===== src/rtl/ptd_defs.vh =====
// constants for the transmit descriptor phase block
`ifndef PTD_DEFS_VH
`define PTD_DEFS_VH
`define PTD_DESC_W      128
`define PTD_DATA_W      64
`define PTD_GRP_HI      127
`define PTD_HAS_DATA    126
`define PTD_FMT_HI      126
`define PTD_FMT_LO      125
`define PTD_TYPE_HI     124
`define PTD_TYPE_LO     120
`define PTD_LEN_HI      105
`define PTD_LEN_LO      96
`define PTD_ADDR2_4DW   2
`define PTD_ADDR2_3DW   34
`define PTD_FMT_4DW     125
`define PTD_LEN_W       10
`define PTD_NUM_VC      2
`endif


===== src/rtl/ptd_tx_desc.v =====
// transmit descriptor phase logic, one lane of signals per virtual channel
`timescale 1ns/1ns
`include "ptd_defs.vh"

module ptd_tx_desc #(
  parameter NUM_VC = `PTD_NUM_VC
) (
  input  wire                          clk,
  input  wire                          rst_n,
  input  wire [NUM_VC-1:0]             xmit_req,
  input  wire [NUM_VC*`PTD_DESC_W-1:0] xmit_desc,
  input  wire [NUM_VC-1:0]             xmit_frame,
  input  wire [NUM_VC-1:0]             xmit_payload_valid,
  input  wire [NUM_VC*`PTD_DATA_W-1:0] xmit_data,
  input  wire [NUM_VC-1:0]             link_ready,
  output reg  [NUM_VC-1:0]             xmit_ack,
  output reg  [NUM_VC-1:0]             xmit_wait_state,
  output reg  [NUM_VC-1:0]             desc_valid,
  output reg  [NUM_VC*`PTD_DESC_W-1:0] desc_out,
  output reg  [NUM_VC-1:0]             desc_has_data,
  output reg  [NUM_VC*`PTD_LEN_W-1:0]  desc_len,
  output reg  [NUM_VC-1:0]             data_valid,
  output reg  [NUM_VC*32-1:0]          data_dword,
  output reg  [NUM_VC-1:0]             data_last
);

  ////////////////////////////////////////////////////////////////////////
  // header field helpers

  // address bit 2 location depends on header size
  function addr_bit2;
    input [`PTD_DESC_W-1:0] d;
    begin
      if (d[`PTD_FMT_4DW])
        addr_bit2 = d[`PTD_ADDR2_4DW];
      else
        addr_bit2 = d[`PTD_ADDR2_3DW];
    end
  endfunction

  // header carries a fourth doubleword
  function hdr_is_4dw;
    input [`PTD_DESC_W-1:0] d;
    begin
      hdr_is_4dw = d[`PTD_FMT_4DW];
    end
  endfunction

  // payload flag of a header
  function hdr_has_data;
    input [`PTD_DESC_W-1:0] d;
    begin
      hdr_has_data = d[`PTD_HAS_DATA];
    end
  endfunction

  // length field in doublewords
  function [`PTD_LEN_W-1:0] hdr_len;
    input [`PTD_DESC_W-1:0] d;
    begin
      hdr_len = d[`PTD_LEN_HI:`PTD_LEN_LO];
    end
  endfunction

  // one dword left to move
  function last_dword;
    input [`PTD_LEN_W-1:0] n;
    begin
      last_dword = (n == 10'h001);
    end
  endfunction

  // one dword fewer left
  function [`PTD_LEN_W-1:0] count_down;
    input [`PTD_LEN_W-1:0] n;
    begin
      count_down = n - 10'h001;
    end
  endfunction

  // pick the low or high dword of a data word
  function [31:0] lane_word;
    input [`PTD_DATA_W-1:0] w;
    input                   hi;
    begin
      if (hi)
        lane_word = w[63:32];
      else
        lane_word = w[31:0];
    end
  endfunction

  ////////////////////////////////////////////////////////////////////////
  // per-channel descriptor and data phase engines

  localparam ST_IDLE = 3'h1;
  localparam ST_ACK  = 3'h2;
  localparam ST_DATA = 3'h4;

  // dword width of the forwarded payload lane
  localparam DW_W = 32;

  genvar v;
  generate
    for (v = 0; v < NUM_VC; v = v + 1)
    begin : g_vc
      // this channel's slices of the shared buses
      wire [`PTD_DESC_W-1:0] req_desc = xmit_desc[v*`PTD_DESC_W +: `PTD_DESC_W];
      wire [`PTD_DATA_W-1:0] in_data  = xmit_data[v*`PTD_DATA_W +: `PTD_DATA_W];

      // descriptor and data phase state
      reg  [2:0]             state_ff;
      reg  [2:0]             nxt_state;

      // link ready synchroniser stages
      reg                    rdy_s1_ff;
      reg                    rdy_ff;

      // lane select and dwords still to move
      reg                    hi_ff;       // next dword lane select
      reg                    nxt_hi;
      reg  [`PTD_LEN_W-1:0]  left_ff;     // dwords still to move
      reg  [`PTD_LEN_W-1:0]  nxt_left;

      // per-cycle decode results
      reg                    take;        // descriptor accepted this cycle
      reg                    beat;        // data phase accepted this cycle
      reg                    data_ok;     // a data beat may be taken now

      ////////////////////////////////////////////////////////////////////
      // link-ready comes from outside, sync it
      always @(posedge clk or negedge rst_n)
      begin
        if (!rst_n)
        begin
          rdy_s1_ff <= 1'b0;
          rdy_ff    <= 1'b0;
        end
        else
        begin
          rdy_s1_ff <= link_ready[v];
          rdy_ff    <= rdy_s1_ff;
        end
      end

      ////////////////////////////////////////////////////////////////////
      // acceptance decode
      always @*
      begin
        // a held request counts again right after an ack for a header without payload
        take    = xmit_req[v] && rdy_ff && (state_ff == ST_IDLE);
        // data may share the accept cycle only for a 3-dword header
        data_ok = (state_ff == ST_DATA) ||
                  (take && !hdr_is_4dw(req_desc));
        // payload taken only while the link is ready
        beat    = data_ok && xmit_payload_valid[v] && rdy_ff;
      end

      ////////////////////////////////////////////////////////////////////
      // next state
      always @*
      begin
        nxt_state = state_ff;
        case (state_ff)
          ST_IDLE:
          begin
            if (take)
              nxt_state = ST_ACK;
          end
          ST_ACK:
          begin
            // payload only when bit 126 set
            if (desc_has_data[v])
              nxt_state = ST_DATA;
            else
              nxt_state = ST_IDLE;
          end
          ST_DATA:
          begin
            if (beat && last_dword(left_ff))
              nxt_state = ST_IDLE;
          end
          default:
            nxt_state = ST_IDLE;
        endcase
      end

      ////////////////////////////////////////////////////////////////////
      // lane select and remaining dword count
      always @*
      begin
        nxt_hi   = hi_ff;
        nxt_left = left_ff;
        if (take)
        begin
          // first dword lane from address bit 2
          nxt_hi   = addr_bit2(req_desc);
          nxt_left = hdr_len(req_desc);
        end
        else if (beat && state_ff == ST_DATA)
        begin
          // lanes alternate beat by beat
          nxt_hi   = ~hi_ff;
          nxt_left = count_down(left_ff);
        end
      end

      ////////////////////////////////////////////////////////////////////
      // control state, lane and remaining count
      always @(posedge clk or negedge rst_n)
      begin
        if (!rst_n)
        begin
          state_ff <= ST_IDLE;
          hi_ff    <= 1'b0;
          left_ff  <= 10'h000;
        end
        else
        begin
          // well-formed input assumed, nothing is checked here
          state_ff <= nxt_state;
          hi_ff    <= nxt_hi;
          left_ff  <= nxt_left;
        end
      end

      ////////////////////////////////////////////////////////////////////
      // acknowledge pulse, wait state and descriptor strobe
      always @(posedge clk or negedge rst_n)
      begin
        if (!rst_n)
        begin
          xmit_ack[v]        <= 1'b0;
          xmit_wait_state[v] <= 1'b1;
          desc_valid[v]      <= 1'b0;
        end
        else
        begin
          // one accept gives one single-cycle pulse
          xmit_ack[v]        <= take;
          // throttle while the synchronised ready is low
          xmit_wait_state[v] <= ~rdy_ff;
          desc_valid[v]      <= take;
        end
      end

      ////////////////////////////////////////////////////////////////////
      // captured header and the fields read from it
      always @(posedge clk or negedge rst_n)
      begin
        if (!rst_n)
        begin
          desc_out[v*`PTD_DESC_W +: `PTD_DESC_W] <= 128'h0;
          desc_has_data[v]                       <= 1'b0;
          desc_len[v*`PTD_LEN_W +: `PTD_LEN_W]   <= 10'h000;
        end
        else if (take)
        begin
          // header bytes kept in bus order, byte 0 at top
          desc_out[v*`PTD_DESC_W +: `PTD_DESC_W] <= req_desc;
          desc_has_data[v]                       <= hdr_has_data(req_desc);
          desc_len[v*`PTD_LEN_W +: `PTD_LEN_W]   <= hdr_len(req_desc);
        end
      end

      ////////////////////////////////////////////////////////////////////
      // forwarded payload dwords
      always @(posedge clk or negedge rst_n)
      begin
        if (!rst_n)
        begin
          data_valid[v]              <= 1'b0;
          data_dword[v*DW_W +: DW_W] <= 32'h0;
          data_last[v]               <= 1'b0;
        end
        else
        begin
          // only beats in the data state are forwarded
          data_valid[v]              <= beat && (state_ff == ST_DATA);
          // dword lane follows the running address bit 2
          data_dword[v*DW_W +: DW_W] <= lane_word(in_data, hi_ff);
          data_last[v]               <= beat && (state_ff == ST_DATA) && last_dword(left_ff);
        end
      end
    end
  endgenerate

endmodule


===== config.mk =====
export PLATFORM = sky130hd
export DESIGN_NAME = ptd_tx_desc
export DESIGN_NICKNAME = d
export VERILOG_FILES = /design/src/rtl/ptd_tx_desc.v
export VERILOG_INCLUDE_DIRS = /design/src /design/src/rtl
export SDC_FILE = /design/constraint.sdc
export NUM_CORES = 1
export LEC_CHECK = 0
export ABC_CLOCK_PERIOD_IN_PS = 1900
export CELL_PAD_IN_SITES_DETAIL_PLACEMENT = 2
export CELL_PAD_IN_SITES_GLOBAL_PLACEMENT = 2
export CORE_AREA = 2 2 292 294
export DETAILED_ROUTE_END_ITERATION = 16
export DIE_AREA = 0 0 294 296
export DONT_BUFFER_PORTS = 1
export HOLD_SLACK_MARGIN = 0.06
export PLACE_DENSITY_LB_ADDON = 0.1
export SLEW_MARGIN = 15
export SYNTH_ARGS = -nofsm -noshare
export SYNTH_HDL_FRONTEND = slang
export SYNTH_SLANG_ARGS = --single-unit

===== constraint.sdc =====
create_clock -name clk -period 1.9 [get_ports clk]
set_input_delay 0.285 -clock clk [delete_from_list [all_inputs] [get_ports clk]]
set_output_delay 0.285 -clock clk [all_outputs]
set_load 0.05 [all_outputs]

==> flow_summary.toml <==
[drt]
wl_mm = 58.9
met3WireLength_mm = 4.77
drt-pass1-iter-count = 4
wl_met1_mm = 21.6
vias = 11300
ant_nets = 0
drc = 0
drt-wirelength-per-cell_um = 20.1
wl_met2_mm = 30.6
highest_layer = "met5"
viasPerCell = 3.87
first_iter_violations = 329

[setup_path]
cp_data_arrival_time_ns = 2.33
critPathLaunch = "g_vc[1].left_ff[5]"
critical_path_class = "register to register"
rrSetupSlack_ns = 0.07
critPathRequiredTime_ns = 2.41
reg2reg_to = "g_vc[1].left_ff[9]"
crit_fanout = 4
crit_end = "g_vc[1].left_ff[9]"
r2r_start = "g_vc[1].left_ff[5]"
endpoint_kind = "register"
worst_setup_path_start_kind = "register"
r2r.worst_path.cells = 4

[placement]
io_buffers = 0
place.gp.congestion = 0.768
dp_hpwl_mm = 40.0

[yosys]
yosysTopAreaCell = "dfrtp_1"
syn-cell-area_um2 = 13900
synthDistinctLibCells = 40
ys_ff_latch = 360
synth_cells = 1410
yosysWarningCount = 0
synth_fp_nets = 1808
ys_seq_area_share_pct = 65.0
synth_area_leaders = "dfrtp_1, nand2_1, mux2_2"
synth_top_area_share_pct = 64.2
synth.avg_cell_area_um2 = 9.84

[power]
power_mw = 29.1
vdd_drop_max_v = 0.000494
power_leakage_nw = 9.78
power.density_nw_per_um2 = 1410

[clock_network]
clockRootBuffer = "clkbuf_16"
holdBufCountCts = 387
ctsLongestPathBuffers = 3
cts_buffers = 48
insertion_delay_ns = 0.58
clkSinkCount = 360
htreeDepth = 2
clkTransAtPathRegs_ns = 0.06
cts_tree = "yes"

[sta]
skew_ns = 0.0277
fmaxAchievable_mhz = 547
setup_viol = 0
whs_ns = -0.576
finalSetupTns_ns = 0
relSlewSlack_pct = -63.1
drv_slew = 202
timing.final.hold_violations = 356
min_period_ns = 1.83
rsz0062_at_grt = "no"
layout_worst_path_cycle_share_pct = 96.2
worstMarginPinSlew_ns = 2.45

[global_route]
overflow = 0
antenna_found_initial = 6
gr-usage-all-layers_pct = 13.1
grt_pass1_wl_mm = 85.9
grt_pass1_vias = 12900
grt_max_degree = 361

[die]
die_x_um = 294
rows = 107
top_level_ports = 746
start_util_pct = 16.5
dieArea_um2 = 87000
die_h_um = 296
coreArea_um2 = 84200

[outcome]
violations = "hold timing, slew limit"
outcome = "finished, violations left"

[layout]
area_delta_synth_final_pct = 49.2
nets = 2198
drive_above_1_share_pct = 11.0

[min_path]
hold_path.class = "input port to asynchronous set/reset pin"

[flow_run]
drv_cap = 0
-- per-stage QoR --
step / cell area (µm²) / cells / setup WS, ns / hold slack (ns) / utilization, %
global placement: 15300 / 2452 / 0.0212 / -0.00276 / 18.1
floorplan: 13900 / 1410 / 0.103 / -0.0106 / -
CTS: 20700 / 2925 / 0.0289 / -0.666 / 24.6
detailed placement: 15300 / 2452 / 0.0196 / -0.000454 / 18.1
finish: 20700 / 2929 / 0.0727 / -0.576 / 24.6
global route: 20700 / 2929 / 0.0135 / -0.634 / 24.6
-- worst min-delay path by stage --
stage | slack (ns) | from | endpoint
global placement | -0.003 | rst_n | desc_out[143]
finish | -0.58 | rst_n | desc_out[185]
floorplan | -0.01 | rst_n | data_dword[0]
detailed placement | -0.0005 | rst_n | desc_out[185]
global route | -0.63 | rst_n | desc_out[185]
CTS | -0.67 | rst_n | desc_out[174]
-- per-layer routing --
metal	track usage, %	up-vias
li1	-	5155
met1	14.3	5657
met2	23.5	416
met3	4.51	104
met4	4.74	6
met5	0	-
-- state kept, by name, summed over array words and instances (netlist names) --
register / cells
g_vc.hi_ff: 2
g_vc.state_ff: 6
desc_valid: 2
g_vc.rdy_ff: 2
data_last: 2
desc_out: 256
g_vc.rdy_s1_ff: 2
g_vc.left_ff: 20
data_dword: 64
data_valid: 2
xmit_wait_state: 2
-- cells in the mapped netlist, drive strengths merged --
cell type and n:
a21oi 6, nand3 6, nor4bb 1, or3 4, or4bb 1, nand4bb 1
o21ai 15, nand4b 1, or4 5, nor2b 5, nand3b 2, nand2 771
nor3 4, a211oi 2, nand4 2, ha 4, and3 1, dfstp 4
nand2b 1, inv 10, or3b 2, dfrtp 356, nor4 8, o311ai 1
buf 33, o211ai 3, nor2 12, or2 2, nor3b 1, xnor2 15
o41ai 1, xor2 2, mux2 66, clkbuf 62
-- repair_timing --
action                                 in CTS  in global routing
resized for setup                           0                  2
setup endpoints to repair                   0                  3
setup buffers                               0                  1
endpoints found under the hold margin     706                360
-- logic make-up (layout without fill, tap and decap cells) --
group	count (synthesis)	after routing	synth area share (%)
buffers and inverters	105	531	3.58
multiplexers	66	66	5.36
adder cells (fa/ha/maj)	4	4	0.361
XOR/XNOR	17	17	1.07
AND/OR/NAND/NOR	830	830	23.5
AO/OA/AOI/OAI	28	28	1.15
other	0	3	0
flip-flops	360	360	65.0
-- critical path, stage by stage (launching register included) --
cell	delay (ns)
dfrtp_1	0.37
or4_4	0.56
or2_4	0.28
or4_1	0.46
nand3_1	0.09
-- cell usage in the layout (no fill, tap or decap), drive strengths merged, types with 2 or more instances in the layout --
cell type	netlist	routed
a211oi	2	2
a21oi	6	6
buf	33	48
clkbuf	62	71
clkinv	0	10
dfrtp	356	356
dfstp	4	4
diode	0	3
dlygate4sd3	0	387
ha	4	4
inv	10	13
mux2	66	66
nand2	771	771
nand3	6	6
nand3b	2	2
nand4	2	2
nor2	12	12
nor2b	5	5
nor3	4	4
nor4	8	8
o211ai	3	3
o21ai	15	15
or2	2	2
or3	4	4
or3b	2	2
or4	5	5
xnor2	15	15
xor2	2	2
-- final cells by class --
class	count	area, µm²
Fill cell	9393	63500
Inverter	10	42.5
Clock inverter	15	114
Clock buffer	71	1420
Tap cell	1090	1360
Sequential cell	360	9010
Multi-Input combinational cell	945	4380
Antenna cell	3	7.51
Timing Repair Buffer	435	4360
-- power by group --
group	total, mW	switching [mW]	internal [mW]	leakage (nW)
registers	15.7	6.50	9.20	4.44
clock network	8.93	3.65	5.28	0.763
logic	4.49	2.55	1.94	4.59
Power figures use the tool's default switching activity.
